<file path="src/include/sch_consts.vh">
// Constants for the smart card host control block.
// Assumes a 250 MHz aclk and a 32-bit AXI4-Lite register bus.
`ifndef SCH_CONSTS_VH
`define SCH_CONSTS_VH

// ****************************************
// Register byte addresses
// ****************************************
`define SCH_ADDR_CTRL    4'h0
`define SCH_ADDR_STATUS  4'h4
`define SCH_ADDR_INT_STS 4'h8
`define SCH_ADDR_INT_MSK 4'hc

// ****************************************
// Field positions
// ****************************************
`define SCH_CTRL_DET_LOW  0
`define SCH_INT_INSERT    0
`define SCH_INT_REMOVE    1
`define SCH_INT_ACT_DONE  2
`define SCH_INT_DEACT_END 3
`define SCH_INT_BITS      4

// ****************************************
// Reset values
// ****************************************
`define SCH_CTRL_RST    1'h0
`define SCH_INT_RST     4'h0
`define SCH_VSEL_RST    1'h1

// ****************************************
// AXI responses
// ****************************************
`define SCH_RESP_OKAY   2'h0
`define SCH_RESP_SLVERR 2'h2

// ****************************************
// Timing
// ****************************************
`define SCH_CLK_MHZ     250
`define SCH_RAMP_NS     1000
`define SCH_DEACT_NS    400
`define SCH_RAMP_CYC    ((`SCH_RAMP_NS * `SCH_CLK_MHZ + 999) / 1000)
`define SCH_DEACT_CYC   ((`SCH_DEACT_NS * `SCH_CLK_MHZ + 999) / 1000)

`endif

</file>
<file path="src/design/sch_top.v">
// Smart card host control: pin latching, card session sequencer,
// card clock divider and an AXI4-Lite register slave with interrupt.
// Assumes all host and card pins are asynchronous to aclk and that the
// oscillator input toggles slower than a quarter of aclk.
//
// The register offsets and the AXI4-Lite register port were chosen for this implementation.
`timescale 1ns/1ps
`include "sch_consts.vh"

// Behaviour
// RQ1: High on active-high detect means card present.
// RQ2: Low on active-low detect means card present.
// RQ3: Low supply request ramps supply, starts activation.
// RQ4: Voltage select high gives 5 V, low 3 V.
// RQ5: Unconnected voltage select defaults to 5 V.
// RQ6: Accepted sleep disables analog, lowest consumption.
// RQ7: Sleep ignored while supply request is low.
// RQ8: Selects 00 give /8, 01 give /4.
// RQ9: Crystal or external clock feeds the divider.
// RQ10: Only the sequencer switches the card supply.
// RQ11: Selects 11 give /2, 10 give undivided.
// RQ12: Chip select low freezes latched host inputs.
// RQ13: Sync mode copies the strobe to card clock.
// RQ14: Enabled card reset follows host reset input.
// RQ15: No activation without a detected card.
// RQ16: Host keeps selects stable during a session.
module sch_top #(
   parameter RAMP_NS  = `SCH_RAMP_NS,
   parameter DEACT_NS = `SCH_DEACT_NS
) (
   input  wire        aclk,
   input  wire        aresetn,
   input  wire [3:0]  s_axi_awaddr,
   input  wire        s_axi_awvalid,
   output reg         s_axi_awready,
   input  wire [31:0] s_axi_wdata,
   input  wire [3:0]  s_axi_wstrb,
   input  wire        s_axi_wvalid,
   output reg         s_axi_wready,
   output reg  [1:0]  s_axi_bresp,
   output reg         s_axi_bvalid,
   input  wire        s_axi_bready,
   input  wire [3:0]  s_axi_araddr,
   input  wire        s_axi_arvalid,
   output reg         s_axi_arready,
   output reg  [31:0] s_axi_rdata,
   output reg  [1:0]  s_axi_rresp,
   output reg         s_axi_rvalid,
   input  wire        s_axi_rready,
   input  wire        card_detect_active_high,
   input  wire        card_detect_active_low,
   input  wire        supply_on_request_n,
   input  wire        card_voltage_select,
   input  wire        sleep_request,
   input  wire        divider_select_first,
   input  wire        divider_select_second,
   input  wire        oscillator_input,
   input  wire        sync_mode_select,
   input  wire        strobe_input,
   input  wire        host_reset_input,
   input  wire        chip_select,
   output reg         card_supply_en,
   output reg         card_supply_5v,
   output reg         card_clock,
   output reg         card_reset,
   output reg         low_power_state,
   output reg         irq
);

   // ****************************************
   // Constants
   // ****************************************
   // Sequencer states.
   localparam [2:0] ST_IDLE  = 3'h0;
   localparam [2:0] ST_RAMP  = 3'h1;
   localparam [2:0] ST_ACT   = 3'h2;
   localparam [2:0] ST_DEACT = 3'h3;
   localparam [2:0] ST_SLEEP = 3'h4;
   // Least times round up to whole cycles.
   localparam integer RAMP_CYC  = (RAMP_NS * `SCH_CLK_MHZ + 999) / 1000;
   localparam integer DEACT_CYC = (DEACT_NS * `SCH_CLK_MHZ + 999) / 1000;
   localparam integer NPIN = 12;

   // ****************************************
   // Pin synchronisers
   // ****************************************
   // All pins are asynchronous, so each passes two flops first.
   wire [NPIN-1:0] pin_raw;
   reg  [NPIN-1:0] pin_s1_ff;   // First stage, read only by stage two.
   reg  [NPIN-1:0] pin_s2_ff;   // Second stage, safe to use.
   // Reset value: voltage select defaults high, as its pull-up would.
   localparam [NPIN-1:0] PIN_RST = {1'h0, 1'h1, 1'h0, 1'h0, 1'h0, 1'h0, 1'h0, 1'h0, 1'h0, `SCH_VSEL_RST,
                                    1'h1, 1'h0};
   assign pin_raw = {chip_select, card_detect_active_low, host_reset_input, strobe_input, sync_mode_select,
                     oscillator_input, divider_select_second, divider_select_first, sleep_request,
                     card_voltage_select, supply_on_request_n, card_detect_active_high};
   // Two-stage synchroniser on every pin.
   always @(posedge aclk) begin
      if (!aresetn) begin
         pin_s1_ff <= PIN_RST;
         pin_s2_ff <= PIN_RST;
      end else begin
         pin_s1_ff <= pin_raw;
         pin_s2_ff <= pin_s1_ff;
      end
   end

   // ****************************************
   // Host input latch
   // ****************************************
   // Held copies of the host controls, one below their pin index; bit 7 holds host reset.
   reg [7:0] hold_ff;
   wire      cs_s      = pin_s2_ff[11];
   wire      req_n     = hold_ff[0];
   wire      vsel      = hold_ff[1];
   wire      sleep_req = hold_ff[2];
   wire      div1      = hold_ff[3];
   wire      div2      = hold_ff[4];
   wire      sync_mode = hold_ff[6];
   wire      rst_in    = hold_ff[7];
   wire      osc_s     = pin_s2_ff[6];
   wire      strobe_s  = pin_s2_ff[8];
   // Controls follow the pins only while chip select is high.
   always @(posedge aclk) begin
      if (!aresetn) begin
         hold_ff <= {1'h0, 1'h0, 1'h0, 1'h0, 1'h0, 1'h0, `SCH_VSEL_RST, 1'h1};
      end else if (cs_s) begin
         hold_ff <= {pin_s2_ff[9], pin_s2_ff[7:1]}; // RQ12
      end
   end

   // ****************************************
   // Card presence
   // ****************************************
   reg  ctrl_det_low_ff;   // Software picks which detect input is wired.
   wire present = ctrl_det_low_ff ? ~pin_s2_ff[10] // RQ2
                                  : pin_s2_ff[0];  // RQ1
   reg  present_d_ff;      // Previous presence, for edge events.
   // ****************************************
   // Session sequencer
   // ****************************************
   reg [2:0]  state_ff;
   reg [2:0]  nxt_state;
   reg [15:0] tmr_ff;      // Counts ramp and wind-down cycles.
   reg [15:0] nxt_tmr;
   reg        ev_act;      // Pulses when the card becomes active.
   reg        ev_deact;    // Pulses when a wind-down completes.
   // Next state; sleep is only honoured outside a card session.
   always @* begin
      nxt_state = state_ff;
      nxt_tmr   = tmr_ff + 16'h1;
      ev_act    = 1'b0;
      ev_deact  = 1'b0;
      case (state_ff)
         ST_IDLE: begin
            nxt_tmr = 16'h0;
            if (!req_n && present) nxt_state = ST_RAMP; // RQ3 RQ15
            else if (sleep_req && req_n) nxt_state = ST_SLEEP; // RQ7
         end
         ST_RAMP: begin
            // Losing the card or the request aborts the ramp.
            if (req_n || !present) begin
               nxt_state = ST_DEACT;
               nxt_tmr   = 16'h0;
            end else if (tmr_ff == RAMP_CYC[15:0] - 16'h1) begin
               nxt_state = ST_ACT;
               ev_act    = 1'b1;
            end
         end
         ST_ACT: begin
            nxt_tmr = 16'h0;
            // Card extraction forces an emergency wind-down.
            if (req_n || !present) nxt_state = ST_DEACT;
         end
         ST_DEACT: begin
            if (tmr_ff == DEACT_CYC[15:0] - 16'h1) begin
               nxt_state = ST_IDLE;
               ev_deact  = 1'b1;
            end
         end
         ST_SLEEP: begin
            nxt_tmr = 16'h0;
            // A session request wakes the part as well.
            if (!sleep_req || !req_n) nxt_state = ST_IDLE;
         end
         default: begin
            nxt_state = ST_IDLE;
            nxt_tmr   = 16'h0;
         end
      endcase
   end
   // State register.
   always @(posedge aclk) begin
      if (!aresetn) begin
         state_ff <= ST_IDLE;
         tmr_ff   <= 16'h0;
      end else begin
         state_ff <= nxt_state;
         tmr_ff   <= nxt_tmr;
      end
   end

   // ****************************************
   // Card clock divider
   // ****************************************
   // The oscillator is sampled, so it must stay well below aclk/4.
   reg       osc_d_ff;     // Delayed oscillator for edge detect.
   reg [1:0] div_cnt_ff;   // Rising edges seen in this half period.
   reg       div_clk_ff;   // Divided clock.
   reg [1:0] half_edges;   // Rising edges per half period, less one.
   wire      osc_rise = osc_s & ~osc_d_ff; // RQ9
   // Half period in oscillator edges, less one, for each divider setting.
   always @* begin
      case ({div2, div1})
         2'b00:   half_edges = 2'h3; // RQ8
         2'b10:   half_edges = 2'h1; // RQ8
         2'b11:   half_edges = 2'h0; // RQ11
         default: half_edges = 2'h0;
      endcase
   end
   // Toggle the divided clock after the chosen count of edges.
   always @(posedge aclk) begin
      if (!aresetn) begin
         osc_d_ff   <= 1'b0;
         div_cnt_ff <= 2'h0;
         div_clk_ff <= 1'b0;
      end else begin
         osc_d_ff <= osc_s;
         if (osc_rise) begin
            // The count wraps on the same edge that flips the divided clock.
            div_cnt_ff <= (div_cnt_ff == half_edges) ? 2'h0 : div_cnt_ff + 2'h1;
            div_clk_ff <= div_clk_ff ^ (div_cnt_ff == half_edges);
         end
      end
   end

   // ****************************************
   // Card side outputs
   // ****************************************
   // Everything to the card is registered; all but card_supply_5v is gated by the sequencer.
   always @(posedge aclk) begin
      if (!aresetn) begin
         card_supply_en  <= 1'b0;
         card_supply_5v  <= `SCH_VSEL_RST;
         card_clock      <= 1'b0;
         card_reset      <= 1'b0;
         low_power_state <= 1'b0;
      end else begin
         card_supply_en  <= (state_ff == ST_RAMP) || (state_ff == ST_ACT); // RQ10
         card_supply_5v  <= vsel; // RQ4 RQ5
         low_power_state <= (state_ff == ST_SLEEP); // RQ6
         // Clock stays low outside the active state; sync mode wins over the divider.
         card_clock      <= (state_ff != ST_ACT) ? 1'b0 :
                            sync_mode ? strobe_s : // RQ13
                            ({div2, div1} == 2'b01) ? osc_d_ff : div_clk_ff; // RQ11
         card_reset <= (state_ff == ST_ACT) & rst_in; // RQ14
      end
   end

   // ****************************************
   // Interrupt status
   // ****************************************
   reg  [3:0] int_sts_ff;  // Sticky events, write one to clear.
   reg  [3:0] int_msk_ff;  // One enables the matching event.
   wire [3:0] int_set;
   wire [3:0] int_clr;
   assign int_set = {ev_deact, ev_act, present_d_ff & ~present, ~present_d_ff & present};
   // A set in the same cycle as its clear wins over the clear.
   always @(posedge aclk) begin
      if (!aresetn) begin
         int_sts_ff   <= `SCH_INT_RST;
         present_d_ff <= 1'b0;
         irq          <= 1'b0;
      end else begin
         present_d_ff <= present;
         int_sts_ff   <= (int_sts_ff & ~int_clr) | int_set;
         irq          <= |(int_sts_ff & int_msk_ff);
      end
   end

   // ****************************************
   // AXI4-Lite write channel
   // ****************************************
   reg  [3:0]  aw_addr_ff;  // Captured write address.
   reg         aw_have_ff;  // Address taken, waiting for data.
   reg  [31:0] w_data_ff;   // Captured write data.
   reg  [3:0]  w_strb_ff;
   reg         w_have_ff;   // Data taken, waiting for address.
   wire        do_write = aw_have_ff & w_have_ff & ~s_axi_bvalid;
   wire        wr_map   = (aw_addr_ff == `SCH_ADDR_CTRL) || (aw_addr_ff == `SCH_ADDR_STATUS) ||
                          (aw_addr_ff == `SCH_ADDR_INT_STS) || (aw_addr_ff == `SCH_ADDR_INT_MSK);
   assign int_clr = (do_write && aw_addr_ff == `SCH_ADDR_INT_STS && w_strb_ff[0]) ? w_data_ff[3:0] : 4'h0;
   // Address and data are taken independently, in either order.
   always @(posedge aclk) begin
      if (!aresetn) begin
         aw_have_ff      <= 1'b0;
         w_have_ff       <= 1'b0;
         aw_addr_ff      <= 4'h0;
         w_data_ff       <= 32'h0;
         w_strb_ff       <= 4'h0;
         s_axi_awready   <= 1'b0;
         s_axi_wready    <= 1'b0;
         s_axi_bvalid    <= 1'b0;
         s_axi_bresp     <= `SCH_RESP_OKAY;
         ctrl_det_low_ff <= `SCH_CTRL_RST;
         int_msk_ff      <= `SCH_INT_RST;
      end else begin
         s_axi_awready <= ~aw_have_ff & ~(s_axi_awvalid & s_axi_awready);
         s_axi_wready  <= ~w_have_ff & ~(s_axi_wvalid & s_axi_wready);
         if (s_axi_awvalid && s_axi_awready) begin
            aw_have_ff <= 1'b1;
            aw_addr_ff <= {s_axi_awaddr[3:2], 2'h0};
         end
         if (s_axi_wvalid && s_axi_wready) begin
            w_have_ff <= 1'b1;
            w_data_ff <= s_axi_wdata;
            w_strb_ff <= s_axi_wstrb;
         end
         if (do_write) begin
            aw_have_ff   <= 1'b0;
            w_have_ff    <= 1'b0;
            s_axi_bvalid <= 1'b1;
            s_axi_bresp  <= wr_map ? `SCH_RESP_OKAY : `SCH_RESP_SLVERR;
            if (aw_addr_ff == `SCH_ADDR_CTRL && w_strb_ff[0]) ctrl_det_low_ff <= w_data_ff[`SCH_CTRL_DET_LOW];
            if (aw_addr_ff == `SCH_ADDR_INT_MSK && w_strb_ff[0]) int_msk_ff <= w_data_ff[3:0];
         end else if (s_axi_bvalid && s_axi_bready) begin
            s_axi_bvalid <= 1'b0;
         end
      end
   end

   // ****************************************
   // AXI4-Lite read channel
   // ****************************************
   reg [31:0] rd_word;     // Word selected by the read address.
   reg        rd_map;      // Read address is mapped.
   // Read mux; status shows presence, session state and modes.
   always @* begin
      rd_map  = 1'b1;
      rd_word = 32'h0;
      case ({s_axi_araddr[3:2], 2'h0})
         `SCH_ADDR_CTRL:    rd_word = {31'h0, ctrl_det_low_ff};
         `SCH_ADDR_STATUS:  rd_word = {24'h0, low_power_state, vsel, sync_mode, state_ff, card_supply_en,
                                       present};
         `SCH_ADDR_INT_STS: rd_word = {28'h0, int_sts_ff};
         `SCH_ADDR_INT_MSK: rd_word = {28'h0, int_msk_ff};
         default:           rd_map  = 1'b0;
      endcase
   end
   // One read at a time; the answer stands until rready.
   always @(posedge aclk) begin
      if (!aresetn) begin
         s_axi_arready <= 1'b0;
         s_axi_rvalid  <= 1'b0;
         s_axi_rdata   <= 32'h0;
         s_axi_rresp   <= `SCH_RESP_OKAY;
      end else begin
         s_axi_arready <= ~s_axi_rvalid & ~(s_axi_arvalid & s_axi_arready);
         if (s_axi_arvalid && s_axi_arready) begin
            s_axi_rvalid <= 1'b1;
            s_axi_rdata  <= rd_word;
            s_axi_rresp  <= rd_map ? `SCH_RESP_OKAY : `SCH_RESP_SLVERR;
         end else if (s_axi_rvalid && s_axi_rready) begin
            s_axi_rvalid <= 1'b0;
         end
      end
   end

endmodule // sch_top

</file>
<file path="config.mk">
export PLATFORM = sky130hd
export DESIGN_NAME = sch_top
export DESIGN_NICKNAME = d
export VERILOG_FILES = /design/src/design/sch_top.v
export VERILOG_INCLUDE_DIRS = /design/src /design/src/include
export SDC_FILE = /design/constraint.sdc
export NUM_CORES = 1
export LEC_CHECK = 0
export BUFFER_PORTS_ARGS = -buffer_cell sky130_fd_sc_hd__buf_2
export CELL_PAD_IN_SITES_DETAIL_PLACEMENT = 1
export CELL_PAD_IN_SITES_GLOBAL_PLACEMENT = 1
export CORE_AREA = 4 4 115 90
export CTS_CLUSTER_DIAMETER = 50
export CTS_CLUSTER_SIZE = 24
export DETAILED_ROUTE_END_ITERATION = 12
export DIE_AREA = 0 0 119 94
export PLACE_DENSITY_LB_ADDON = 0.1
export SETUP_SLACK_MARGIN = 0.1
export SLEW_MARGIN = 20
export SYNTH_ARGS = -nofsm -noshare
export SYNTH_HDL_FRONTEND = slang
export SYNTH_SLANG_ARGS = --single-unit
</file>
<file path="constraint.sdc">
create_clock -name aclk -period 4.5 [get_ports aclk]
set_clock_uncertainty 0.1 [all_clocks]
set_input_delay 0.45 -clock aclk [delete_from_list [all_inputs] [get_ports aclk]]
set_output_delay 0.45 -clock aclk [all_outputs]
set_load 0.05 [all_outputs]
</file>
==> results.md, run 1 <==
- The flow ran to the end, and the final reports show no timing, DRC or antenna violations.
- In this run the cell area of the synthesized design comes to ~3800 sq um.
- The post-synthesis xor/xnor area fraction is 0.0462.
- The worst setup path is captured at a register.
- The start point of the worst min-delay path is supply_on_request_n.
- The number of global-route vias before repair came to approximately 2,600.
- Setup violations remaining at the end of the flow were counted as 0.
- The number of cells upsized or downsized after cts is 0.
- The initial core utilization is 0.406.
- The share of flip-flops with an asynchronous set or reset is 0.
- The CTS root buffer is sky130_fd_sc_hd__clkbuf_16.
- The total global-route track usage is 0.144.
- The number of max-slew violations in the final report came to 0.
- Of the cells placed in the final design, the portion with a size suffix greater than 1 is 0.177.
- The most common library cell in the layout ignoring fill and taps is sky130_fd_sc_hd__dfxtp_1.
- Summed over all layers, the routed wires come to 7.51 mm.
- The clock drives 93 sinks.
- The highest achievable clock rate is 523 MHz.
- The count of buffers added on input and output ports is 47.
- The clock-pin slew of the registers on the worst-case setup and hold paths is 0.06 ns.
- Along the worst path, the maximum fanout reaches 16.
- The detailed-routing iteration count for the pre-antenna-repair pass is 4.
- Max-cap violations in this run came to 0.
- The type of the worst min-delay path is input port to register.
- The compound-gate portion of the synthesized area came to 0.0716.
- For this run, the post-layout net count is a little under 500.
- The most used flip-flop cell after synthesis is sky130_fd_sc_hd__dfxtp_1.
- The combinational group share of total power is 0.078.
- Dividing the final minimum period by the clock period gives 0.425.
- Of all cell types, the one taking the most synthesized area is sky130_fd_sc_hd__dfxtp_1.
- The number of instances in the synthesized netlist is between 300 and 400.
- Across all register-to-register paths, the minimum setup slack is 2.59 ns.
- The clock period could shrink to roughly 1.9 ns.
- From synthesis to final layout, the design area changed by 14.1%.
- The endpoint of the most critical register-to-register path is tmr_ff[14]$_SDFF_PN0_.
- The number of hold buffers added after CTS was 0.
- The die is 94 um tall.
- After detailed routing, the number of vias per cell comes to 4.62.
- At the placement stage, the worst setup path has a slack of around 2.5 ns.
- The count of unresolved DRC violations after routing is 0.
- The average wire length per cell after detail routing is 13.2 um.
- Yosys attributes the largest share of cell area to sky130_fd_sc_hd__dfxtp_1, sky130_fd_sc_hd__buf_4, sky130_fd_sc_hd__and2_1.
- The internal power contribution is between 1 and 1.5 mW.
- The worst reg-to-reg path cell count is 4.
- The category of the critical setup timing path is register to register.
- The number of hold-slack violations in the final timing report is 0.
- The startpoint class of the critical path is a register.
- The fraction of the mapped netlist area in adder cells is 0.00990.
- The final critical-path setup slack is 2.59 ns.
- The number of library cell types mapped by synthesis is 45.
- For the pin with the worst max-slew slack, the measured transition is 0.864 ns.
- Along the worst hold path, the cell count comes to 2.
- The congestion estimate from routability-driven global placement came to 0.775.
- The pin count of the biggest net entering global routing is 45.
- The fraction of power consumed by the clock network is 0.433.
- Once layout is complete, the cells apart from fillers number 567.
- Measured against its own limit, the worst slew margin works out to 0.424.
- The count of nets left with antenna violations once routing finished came out at 0.
- The floorplan step defined a die boundary enclosing 11,200 sq um.
- Counting along the longest clock path gives a buffer depth of 2.
- The area of the core is 9350 sq um.
- The mean instance size in the synthesized netlist is ~9.8 sq um.
- The total number of placement rows is 31.
- In this run the critical register-to-register path is launched from state_ff[1]$_SDFFE_PN0P_.
- For this run, the register share of the synthesized area comes to 0.491.
- The analysis attributes to cell leakage a power of 1.70 nW.
- The relative contribution of sequential cells to total power is 0.489.
- For hold timing, the worst endpoint is pin_s1_ff[1]$_SDFF_PN1_.
- Data on the critical path is required at its endpoint by between 4 and 5 ns.
- Summed over all nets, the half-perimeter wirelength after detailed placement is 5.47 mm.
- Hold timing on the final database bottoms out at a slack of between 0.15 and 0.2 ns.
- Post-CTS timing repair inserted 0 buffers for setup.
- Dividing total power by cell area gives a power density of 407 nW/um^2.
- After filler insertion, the fill cell instance count of the layout stands at between 1,000 and 1,500.
- The wire length of the first global-routing pass is ~13 mm.
- For this run, the share of the core covered by cells in the final layout is 0.463.
- The H-tree generated during clock tree synthesis spans 3 levels.
- Setup repair after global routing left no endpoint under its margin.
- Data on the critical path arrives at its endpoint at 2.07 ns.
- The number of antenna diodes in the final layout is 0.
- The first routing iteration left 131 violations.
- Of the post-synthesis cell area, the dominant cell type holds 0.491.
- Counting flops and latches in the post-synthesis netlist gives 93.
- The clock tree from TritonCTS is yes.
- The peak ir drop on the vdd network is about 0.21 mV.
- The number of antenna violations at the first check in global routing was 0.
- Counting flops with a built-in enable in the synthesized netlist gives 0.
- The die width is 119 um.
- The total of warnings raised by yosys is 0.
- The area fraction in and, or, nand and nor cells after synthesis is 0.254.
- The routed layout has 2,617 vias.
- The net switching power is between 0.4 and 0.5 mW.
- The main combinational cell family by area after synthesis is simple AND/OR/NAND/NOR gates.
- Of the total power, the share spent switching nets is 0.238.
- The top-level port count is 110.
- The total congestion overflow is 0.
- Setup total negative slack on the finished layout was measured at 0 ns.
- After detailed placement, the design holds a cell count of 551.
- After synthesis, the share of cell area in mux cells is 0.0488.
- The source-to-sink clock delay at the later pin of the worst-skew pair is 0.34 ns.
- The CTS buffer count is 9.
- In the layout the commonest cells are sky130_fd_sc_hd__dfxtp_1, sky130_fd_sc_hd__buf_2, sky130_fd_sc_hd__nand2_1, sky130_fd_sc_hd__conb_1, sky130_fd_sc_hd__and2_1.
## power by group through the flow
stage               clock network, mW  logic, mW  registers, mW
floorplan                           0      0.110          0.893
global placement                    0      0.135          0.879
detailed placement                  0      0.137          0.879
CTS                             0.790      0.138          0.861
global route                    0.824      0.148          0.864
finish                          0.763      0.137          0.861
## cells by family after synthesis
logic type                 after synthesis
AOI/OAI and AO/OA                       39
xor gates and xnor gates                20
adders and majority gates                3
buffers and inverters                   46
DFF                                     93
muxes                                   17
other                                    1
and+or+nand+nor                        168
## state kept, by name, summed over array words and instances, names as in the netlist, 2 cells and up
register / count
aw_addr_ff: 2
div_cnt_ff: 2
int_sts_ff: 4
pin_s1_ff: 12
hold_ff: 7
state_ff: 3
s_axi_rdata: 8
int_msk_ff: 4
pin_s2_ff: 12
tmr_ff: 16
w_data_ff: 4
## routing by layer
metal,track usage,share of wire,up-vias
met5,0,0,-
met4,0.0608,0.017,0
li1,-,-,1336
met2,0.202,0.41,55
met3,0.0470,0.048,9
met1,0.201,0.53,1217
## how the worst max path moves through the flow
stage          cells after the start  slack, ns                         start                     endpoint
2_1_floorplan                      4       2.84      s_axi_arready$_SDFF_PN0_  s_axi_rdata[4]$_SDFFE_PN0P_
3_3_place_gp                       4       2.58  ctrl_det_low_ff$_SDFFE_PN0P_         tmr_ff[5]$_SDFF_PN0_
3_5_place_dp                       4       2.54      state_ff[1]$_SDFFE_PN0P_        tmr_ff[14]$_SDFF_PN0_
4_1_cts                            4       2.54      state_ff[1]$_SDFFE_PN0P_        tmr_ff[14]$_SDFF_PN0_
5_1_grt                            4       2.33      state_ff[1]$_SDFFE_PN0P_        tmr_ff[14]$_SDFF_PN0_
6_report                           4       2.59      state_ff[1]$_SDFFE_PN0P_        tmr_ff[14]$_SDFF_PN0_
## worst max-delay path: stages, from the launching register on
cell and delay [ns]:
sky130_fd_sc_hd__dfxtp_1 0.48, sky130_fd_sc_hd__inv_1 0.21, sky130_fd_sc_hd__nor3b_1 0.49, sky130_fd_sc_hd__o21ai_2 0.36, sky130_fd_sc_hd__a21oi_1 0.20
## cells in the mapped netlist (2+ instances only)
cell,count
sky130_fd_sc_hd__nor3b_1,12
sky130_fd_sc_hd__inv_1,4
sky130_fd_sc_hd__and2_1,24
sky130_fd_sc_hd__nand2_1,31
sky130_fd_sc_hd__buf_4,27
sky130_fd_sc_hd__nor2_1,19
sky130_fd_sc_hd__nand3_1,13
sky130_fd_sc_hd__nor4_1,2
sky130_fd_sc_hd__nor2_2,9
sky130_fd_sc_hd__and3b_1,2
sky130_fd_sc_hd__o21ai_0,4
sky130_fd_sc_hd__nor2b_1,20
sky130_fd_sc_hd__a21oi_1,6
sky130_fd_sc_hd__a22oi_1,8
sky130_fd_sc_hd__nor4b_1,3
sky130_fd_sc_hd__a221oi_1,3
sky130_fd_sc_hd__and3_1,6
sky130_fd_sc_hd__nand2b_1,10
sky130_fd_sc_hd__xnor2_1,13
sky130_fd_sc_hd__and4_1,3
sky130_fd_sc_hd__nand4_1,4
sky130_fd_sc_hd__buf_6,2
sky130_fd_sc_hd__a21boi_0,12
sky130_fd_sc_hd__mux2_2,2
sky130_fd_sc_hd__dfxtp_1,93
sky130_fd_sc_hd__ha_1,3
sky130_fd_sc_hd__nor3_1,4
sky130_fd_sc_hd__mux2i_1,14
sky130_fd_sc_hd__clkbuf_1,11
sky130_fd_sc_hd__o211ai_1,2
sky130_fd_sc_hd__xor2_1,7
## through the flow
stage	power, mW	area (sq um)
after floorplan	1.00	3890
after CTS	1.79	4320
after detailed placement	1.02	4020
after global routing	1.84	4320
final	1.76	4320
after global placement	1.01	4020
## final cells by class
cell class,instances,area [sq um],share of cell area
Multi-Input combinational cell,274,1740,0.401
Inverter,4,15.0,0.00347
Tap cell,132,165,0.0382
Clock buffer,13,260,0.0602
Sequential cell,93,1860,0.431
Timing Repair Buffer,48,243,0.0561
Clock inverter,3,43.8,0.0101
Note: power is estimated with default switching activity, not from simulation.
==> run 2: changes to the inputs <==
--- a/config.mk
+++ b/config.mk
@@ -9,11 +9,11 @@
 export BUFFER_PORTS_ARGS = -buffer_cell sky130_fd_sc_hd__buf_2
 export CELL_PAD_IN_SITES_DETAIL_PLACEMENT = 1
 export CELL_PAD_IN_SITES_GLOBAL_PLACEMENT = 1
-export CORE_AREA = 4 4 115 90
+export CORE_AREA = 4 4 119 93
 export CTS_CLUSTER_DIAMETER = 50
 export CTS_CLUSTER_SIZE = 24
 export DETAILED_ROUTE_END_ITERATION = 12
-export DIE_AREA = 0 0 119 94
+export DIE_AREA = 0 0 123 97
 export PLACE_DENSITY_LB_ADDON = 0.1
 export SETUP_SLACK_MARGIN = 0.1
 export SLEW_MARGIN = 20
==> constraint.sdc (replaced) <==
create_clock -name aclk -period 1.8 [get_ports aclk]
set_clock_uncertainty 0.1 [all_clocks]
set_input_delay 0.18 -clock aclk [delete_from_list [all_inputs] [get_ports aclk]]
set_output_delay 0.18 -clock aclk [all_outputs]
set_load 0.05 [all_outputs]
==> run 2 against run 1 <==
Effect of this change: combinational power increased to 2.7 times the previous value; wire length increased by 7.7%; via count increased by 4.7%; first-iteration DRC count increased by 3.1%; sequential share of layout area decreased by 2.9 points; maximum frequency increased by 17%; highest routed layer unchanged.
==> results.md, run 2 (same netlist as run 1, synthesis figures left out) <==
- The leakage power of the design is 1.85 nW (was 1.70 nW).
- The detailed placer's ending HPWL came to 5.81 mm (was 5.47 mm).
- The detailed-routing iteration count for the pre-antenna-repair pass is 4 (unchanged).
- The largest register by flop count is tmr_ff (unchanged).
- The pin count of the biggest net entering global routing was 28 (was 45).
- The routed via count divided by cell count is 4.56 (was 4.62).
- Unrepaired setup endpoints after global routing: true (was false).
- The area of the core is 9970 sq um (was 9350 sq um).
- The die width came to 123 um (was 119 um).
- The final critical delay including setup and external delays is 1.63 ns (was 1.91 ns).
- The largest fanout on the critical path is 4 (was 16).
- The number of DRC markers in iteration 0 is 135 (was 131).
- The clock-pin slew of the registers on the worst-case setup and hold paths was 0.06 ns (about the same).
- The final-layout worst hold slack is 0.0139 ns (was 0.192 ns).
- The via count of the routed design was 2,740 (was 2,617).
- The actual transition at the worst max-transition pin was 0.548 ns (was 0.864 ns).
- The wire length of the first global-routing pass is 13.8 mm (was 12.7 mm).
- The type of the worst min-delay path is input port to register (unchanged).
- The CTS root buffer is sky130_fd_sc_hd__clkbuf_16 (unchanged).
- The source-to-sink clock delay at the later pin of the worst-skew pair is 0.34 ns (about the same).
- The number of global-route vias before repair came to 2,762 (was 2,584).
- The number of fillers in the final layout was 1,151 (was 1,070).
- The buffer depth of the longest clock path is 2 (unchanged).
- The post-layout instance count excluding filler cells is 601 (was 567).
- The number of sinks on the clock net is 93 (unchanged).
- The peak ir drop on the vdd network is 0.546 mV (was 0.211 mV).
- The number of flip-flops under the largest register name is 16 (unchanged).
- The number of violations of the max-capacitance limit is 0 (unchanged).
- The total setup violations reported at the end of the flow came to 0 (unchanged).
- The CTS buffer count is 9 (unchanged).
- The total congestion overflow is 0 (unchanged).
- The total negative slack for setup checks is 0 ns (unchanged).
- The aggregate routed wire length is 8.09 mm (was 7.51 mm).
- The die outline area came to 11,900 sq um (was 11,200 sq um).
- The share of the clock period used by the worst path came to 0.907 (was 0.425).
- The count of unresolved DRC violations after routing came to 0 (unchanged).
- The required arrival time at the worst endpoint is 1.93 ns (was 4.66 ns).
- Top library cells by usage in the layout, fill and taps aside: sky130_fd_sc_hd__dfxtp_1, sky130_fd_sc_hd__buf_2, sky130_fd_sc_hd__nand2_1, sky130_fd_sc_hd__conb_1, sky130_fd_sc_hd__and2_1 (unchanged).
- The number of max-slew violations in the final report is 0 (unchanged).
- The utilization after layout came to 0.465 (was 0.463).
- The residual antenna-violating net count after detailed routing is 0 (unchanged).
- Status: completed (unchanged).
- The placed instance count is 570 (was 551).
- The critical path arrival is 1.77 ns (was 2.07 ns).
- The net count reported at finish is 526 (was 496).
- The antenna cell count is 0 (unchanged).
- The initial core utilization is 0.380 (was 0.406).
- The most common library cell in the layout ignoring fill and taps was sky130_fd_sc_hd__dfxtp_1 (unchanged).
- The clock tree from TritonCTS is yes (unchanged).
- The power density of the placed cells is 955 nW/um^2 (was 407 nW/um^2).
- The total number of placement rows is 32 (was 31).
- The nature of the critical path endpoint is a register (unchanged).
- The area growth from synthesis to final layout came to 22.2% (was 14.1%).
- The highest achievable clock rate came to 612 MHz (was 523 MHz).
- The number of hold-slack violations in the final timing report is 0 (unchanged).
- The total number of H-tree levels was 3 (unchanged).
- The category of the critical setup timing path is register to register (unchanged).
- The total global-route track usage is 0.145 (was 0.144).
- The height of the chip is 97 um (was 94 um).
- The final RePlAce weighted congestion is 0.750 (was 0.775).
- The number of buffers inserted by port buffering is 47 (unchanged).
- The share of layout cells above drive strength 1 is 0.211 (was 0.177).
- The number of antenna violations at the first check in global routing is 0 (unchanged).
- The startpoint class of the critical path is a register (unchanged).
- The worst relative slew slack is 0.634 (was 0.424).
- The top-level port count is 110 (unchanged).
- The average wire length per cell after detail routing came to 13.5 um (was 13.2 um).
- Leading registers by flop count: tmr_ff: 16 flops, pin_s1_ff: 12 flops, pin_s2_ff: 12 flops (unchanged).
[run 2: worst max-delay path: stages (launching register included)]
cell	delay [ns]
sky130_fd_sc_hd__dfxtp_1	0.38
sky130_fd_sc_hd__nor4bb_1	0.40
sky130_fd_sc_hd__nand4_1	0.27
sky130_fd_sc_hd__nand2_1	0.14
sky130_fd_sc_hd__o211ai_1	0.08
sky130_fd_sc_hd__and3b_1	0.16
[run 2: what timing repair did]
item                                    CTS  global route
resized for setup                         1             5
endpoints found under the hold margin    14             0
buffers inserted                          0             1
pin swaps                                 0             1
endpoints found under the setup margin    2             3
hold buffers                             14             0
[run 2: path summary, 6_finish.rpt]
path | startpoint | to | slack (ns) | cells past startpoint
setup / recovery | tmr_ff[6]$_SDFF_PN0_ | state_ff[0]$_SDFFE_PN0P_ | 0.17 | 5
hold / removal | s_axi_wdata[0] | w_data_ff[0]$_SDFFE_PN0P_ | 0.01 | 3
setup reg to reg | tmr_ff[6]$_SDFF_PN0_ | state_ff[0]$_SDFFE_PN0P_ | 0.17 | 5
hold reg to reg | pin_s1_ff[1]$_SDFF_PN1_ | pin_s2_ff[1]$_SDFF_PN1_ | 0.31 | 1
[run 2: area by class of cell]
| type | count | area [sq um] | area share |
|---|---|---|---|
| inverters | 4 | 15.0 | 0.00324 |
| clock inverters | 3 | 43.8 | 0.00945 |
| clock buffers | 13 | 260 | 0.0562 |
| well taps | 136 | 170 | 0.0367 |
| repair buffers | 78 | 515 | 0.111 |
| flip-flops and latches | 93 | 1860 | 0.402 |
| multi-input cells | 274 | 1770 | 0.381 |
[run 2: per-stage QoR]
| step | worst slack [ns] | total power [mW] | cell area, sq um |
|---|---|---|---|
| floorplan | 0.139 | 2.51 | 3890 |
| global placement | 0.138 | 2.54 | 4150 |
| detailed placement | 0.109 | 2.55 | 4150 |
| CTS | 0.148 | 4.49 | 4600 |
| global route | 0.0838 | 4.62 | 4630 |
| finish | 0.167 | 4.43 | 4630 |
[run 2: routing by layer]
layer / track usage / routed length [um] / vias to the layer above
li1: - / - / 1400
met1: 0.211 / 4190 / 1279
met2: 0.205 / 3400 / 51
met3: 0.0403 / 377 / 10
met4: 0.0485 / 118 / 0
met5: 0 / 0 / -
[run 2: where the power goes]
| group | switching (mW) | internal (mW) | total [mW] |
|---|---|---|---|
| clock network | 0.749 | 1.15 | 1.90 |
| registers | 0.0375 | 2.11 | 2.15 |
| logic | 0.259 | 0.113 | 0.371 |
==> run 3: changes to the inputs <==
--- a/config.mk
+++ b/config.mk
@@ -9,11 +9,11 @@
 export BUFFER_PORTS_ARGS = -buffer_cell sky130_fd_sc_hd__buf_2
 export CELL_PAD_IN_SITES_DETAIL_PLACEMENT = 1
 export CELL_PAD_IN_SITES_GLOBAL_PLACEMENT = 1
-export CORE_AREA = 4 4 119 93
+export CORE_AREA = 4 4 126 98
 export CTS_CLUSTER_DIAMETER = 50
 export CTS_CLUSTER_SIZE = 24
 export DETAILED_ROUTE_END_ITERATION = 12
-export DIE_AREA = 0 0 123 97
+export DIE_AREA = 0 0 130 102
 export PLACE_DENSITY_LB_ADDON = 0.1
 export SETUP_SLACK_MARGIN = 0.1
 export SLEW_MARGIN = 20
==> constraint.sdc (replaced) <==
create_clock -name aclk -period 1.4 [get_ports aclk]
set_clock_uncertainty 0.1 [all_clocks]
set_input_delay 0.14 -clock aclk [delete_from_list [all_inputs] [get_ports aclk]]
set_output_delay 0.14 -clock aclk [all_outputs]
set_load 0.05 [all_outputs]
==> run 3 against run 2 <==
Effect of this change: the flow now finishes with violations (negative setup slack); critical path type unchanged; count of clock-buffer cells in the layout is 2 lower; maximum frequency is 4.3% higher; utilization is 0.16 points lower; largest power group unchanged.
==> results.md, run 3 (same netlist as run 1, synthesis figures left out) <==
- The area of the core was 11,200 sq um (was 9970 sq um).
- The multi-input logic area was 1930 sq um (was 1770 sq um).
- Unrepaired setup endpoints after global routing: true (unchanged).
- The worst reg-to-reg path cell count is 5 (unchanged).
- The number of DRC markers in iteration 0 is 127 (was 135).
- The global-route met3 utilization was 0.0387 (was 0.0403).
- The height of the chip was 102 um (was 97 um).
- The largest register by flop count is tmr_ff (unchanged).
- The pin count of the biggest net entering global routing came to 34 (was 28).
- The total congestion overflow is 0 (unchanged).
- The average wire length per cell after detail routing was 13.6 um (was 13.5 um).
- The post-route cell area is 5200 sq um (was 4630 sq um).
- The endpoint of the most critical register-to-register path is tmr_ff[5]$_SDFF_PN0_ (was state_ff[0]$_SDFFE_PN0P_).
- The number of fillers in the final layout is 1,266 (was 1,151).
- The peak ir drop on the vdd network is 0.708 mV (was 0.546 mV).
- The clock-pin slew of the registers on the worst-case setup and hold paths was 0.06 ns (about the same).
- Leading registers by flop count: tmr_ff: 16 flops, pin_s1_ff: 12 flops, pin_s2_ff: 12 flops (unchanged).
- Worst-path cell chain: or4b_4 > nor3_4 > o21ai_2 > buf_12 > nor2_1 (was nor4bb_1 > nand4_1 > nand2_1 > o211ai_1 > and3b_1).
- Status: complete, but fails checks (was completed).
- The die width came to 130 um (was 123 um).
- The setup slack of the most critical reg-to-reg path was -0.17 ns (was 0.17 ns).
- The number of antenna violations at the first check in global routing is 0 (unchanged).
- The number of flip-flops under the largest register name is 16 (unchanged).
- The most common library cell in the layout ignoring fill and taps is sky130_fd_sc_hd__dfxtp_1 (unchanged).
- The CTS root buffer is sky130_fd_sc_hd__clkbuf_16 (unchanged).
- The critical path arrival is 1.74 ns (was 1.77 ns).
- The number of sinks on the clock net is 93 (unchanged).
- The nature of the critical path endpoint is a register (unchanged).
- The startpoint class of the critical path is a register (unchanged).
- The maximum cell stage delay along the critical path is 0.56 ns (was 0.40 ns).
- The CTS buffer count was 9 (unchanged).
- The power density of the placed cells is 1120 nW/um^2 (was 955 nW/um^2).
- The routed via count divided by cell count is 4.49 (was 4.56).
- The fraction of met2 tracks used by global routing is 0.229 (was 0.205).
- The total number of placement rows is 34 (was 32).
- The antenna cell count is 0 (unchanged).
- The slowest library cell on the worst path was sky130_fd_sc_hd__or4b_4 (was sky130_fd_sc_hd__nor4bb_1).
- The via count of the routed design is 2,931 (was 2,740).
- The type of the worst min-delay path is input port to register (unchanged).
- The cell area after placement came to 4460 sq um (was 4150 sq um).
- The leakage power of the design is 2.11 nW (was 1.85 nW).
- The launch point of the worst reg-to-reg path is state_ff[1]$_SDFFE_PN0P_ (was tmr_ff[6]$_SDFF_PN0_).
- The buffer depth of the longest clock path is 2 (unchanged).
- The category of the critical setup timing path is register to register (unchanged).
- The number of global-route vias before repair is 3,010 (was 2,762).
- The detailed placer's ending HPWL was 6.36 mm (was 5.81 mm).
- The initial core utilization is 0.338 (was 0.380).
- The final RePlAce weighted congestion is 0.794 (was 0.750).
- The combined flip-flop and latch cell area was 1880 sq um (was 1860 sq um).
- The number of violations of the max-capacitance limit came to 0 (unchanged).
- The total setup violations reported at the end of the flow is 25 (was 0).
- The wire length of the first global-routing pass is 15.0 mm (was 13.8 mm).
- The net count reported at finish is 570 (was 526).
- The total global-route track usage is 0.143 (was 0.145).
- The met1 demand-to-capacity share in global routing is 0.192 (was 0.211).
- The source-to-sink clock delay at the later pin of the worst-skew pair came to 0.34 ns (about the same).
- The clock tree from TritonCTS is yes (unchanged).
- The final reports fail on negative setup slack.
- The total power of the final layout came to 5.81 mW (was 4.43 mW).
- The count of unresolved DRC violations after routing came to 0 (unchanged).
- The number of hold-slack violations in the final timing report is 0 (unchanged).
- The most used routing layer is met2 (was met1).
- The area growth from synthesis to final layout came to 37.2% (was 22.2%).
- The aggregate routed wire length is 8.86 mm (was 8.09 mm).
- The detailed-routing iteration count for the pre-antenna-repair pass is 4 (unchanged).
- The final-layout worst hold slack was 0.0429 ns (was 0.0139 ns).
- The highest achievable clock rate was 638 MHz (was 612 MHz).
- The placed instance count was 613 (was 570).
- The largest fanout on the critical path is 16 (was 4).
- The residual antenna-violating net count after detailed routing is 0 (unchanged).
- The share of layout cells above drive strength 1 is 0.340 (was 0.211).
- The required arrival time at the worst endpoint is 1.57 ns (was 1.93 ns).
- The utilization after layout was 0.463 (was 0.465).
- The final critical delay including setup and external delays was 1.57 ns (was 1.63 ns).
- The die outline area is 13,300 sq um (was 11,900 sq um).
- The number of max-slew violations in the final report is 0 (unchanged).
- The capturing instance or port of the critical path was tmr_ff[5]$_SDFF_PN0_ (was state_ff[0]$_SDFFE_PN0P_).
- Top library cells by usage in the layout, fill and taps aside: sky130_fd_sc_hd__dfxtp_1, sky130_fd_sc_hd__buf_4, sky130_fd_sc_hd__buf_2, sky130_fd_sc_hd__nand2_1, sky130_fd_sc_hd__conb_1 (was sky130_fd_sc_hd__dfxtp_1, sky130_fd_sc_hd__buf_2, sky130_fd_sc_hd__nand2_1, sky130_fd_sc_hd__conb_1, sky130_fd_sc_hd__and2_1).
- The post-layout instance count excluding filler cells is 653 (was 601).
- The total number of H-tree levels is 3 (unchanged).
- The number of buffers inserted by port buffering was 47 (unchanged).
- The top-level port count came to 110 (unchanged).
- The share of the clock period used by the worst path is 1.12 (was 0.907).
- The final critical-path setup slack came to -0.167 ns (was 0.167 ns).
- The origin of the worst setup path is state_ff[1]$_SDFFE_PN0P_ (was tmr_ff[6]$_SDFF_PN0_).
run 3: cell count changes in the layout (fill, tap and decap cells not counted), sizes merged:
cell / before / now
dlygate4sd3: 14 / 22
buf: 64 / 99
clkbuf: 13 / 12
clkinvlp: 0 / 1
inv: 4 / 5
run 3: power by group:
part,internal [mW],switching [mW]
Combinational,0.180,0.350
Clock,1.49,1.02
Sequential,2.71,0.0511
run 3: cell type report:
| cell class | count | area share |
|---|---|---|
| clock buffers | 11 | 0.0488 |
| flip-flops and latches | 93 | 0.362 |
| repair buffers | 122 | 0.171 |
| inverters | 4 | 0.00289 |
| multi-input cells | 274 | 0.371 |
| clock inverters | 5 | 0.0108 |
| well taps | 144 | 0.0346 |
run 3: worst max-delay path: cells and delay by family (launching register included):
kind            cells  cell delay, ns
compound gates      1            0.09
flops               1            0.32
simple gates        3            0.82
buf+inv             1            0.16
run 3: layer usage:
layer  routed length [um]  vias up
met5                    0        -
met4                   95        0
met3                  404        9
met2                 3860       58
met1                 4510     1375
li1                     -     1489
run 3: per-stage QoR:
stage          TNS, ns  worst slack [ns]
2_1_floorplan    -3.03            -0.223
3_3_place_gp     -2.65            -0.181
3_5_place_dp     -2.72            -0.172
4_1_cts          -2.97            -0.183
5_1_grt          -5.27            -0.267
6_report         -2.95            -0.167
run 3: worst min-delay path by stage:
stage,cells after the start,startpoint,to
floorplan,1,card_detect_active_low,pin_s1_ff[10]$_SDFF_PN1_
global placement,2,supply_on_request_n,pin_s1_ff[1]$_SDFF_PN1_
detailed placement,2,card_voltage_select,pin_s1_ff[2]$_SDFF_PN1_
CTS,3,s_axi_wvalid,w_data_ff[3]$_SDFFE_PN0P_
global route,3,s_axi_wvalid,w_data_ff[3]$_SDFFE_PN0P_
finish,3,s_axi_wvalid,w_data_ff[3]$_SDFFE_PN0P_
run 3: repair_timing:
item | 4_1_cts | 5_1_grt
pin swaps | 7 | 8
hold buffers | 22 | 0
endpoints found under the setup margin | 35 | 39
gates resized for setup | 20 | 29
buffers inserted | 3 | 1
endpoints found under the hold margin | 21 | 0
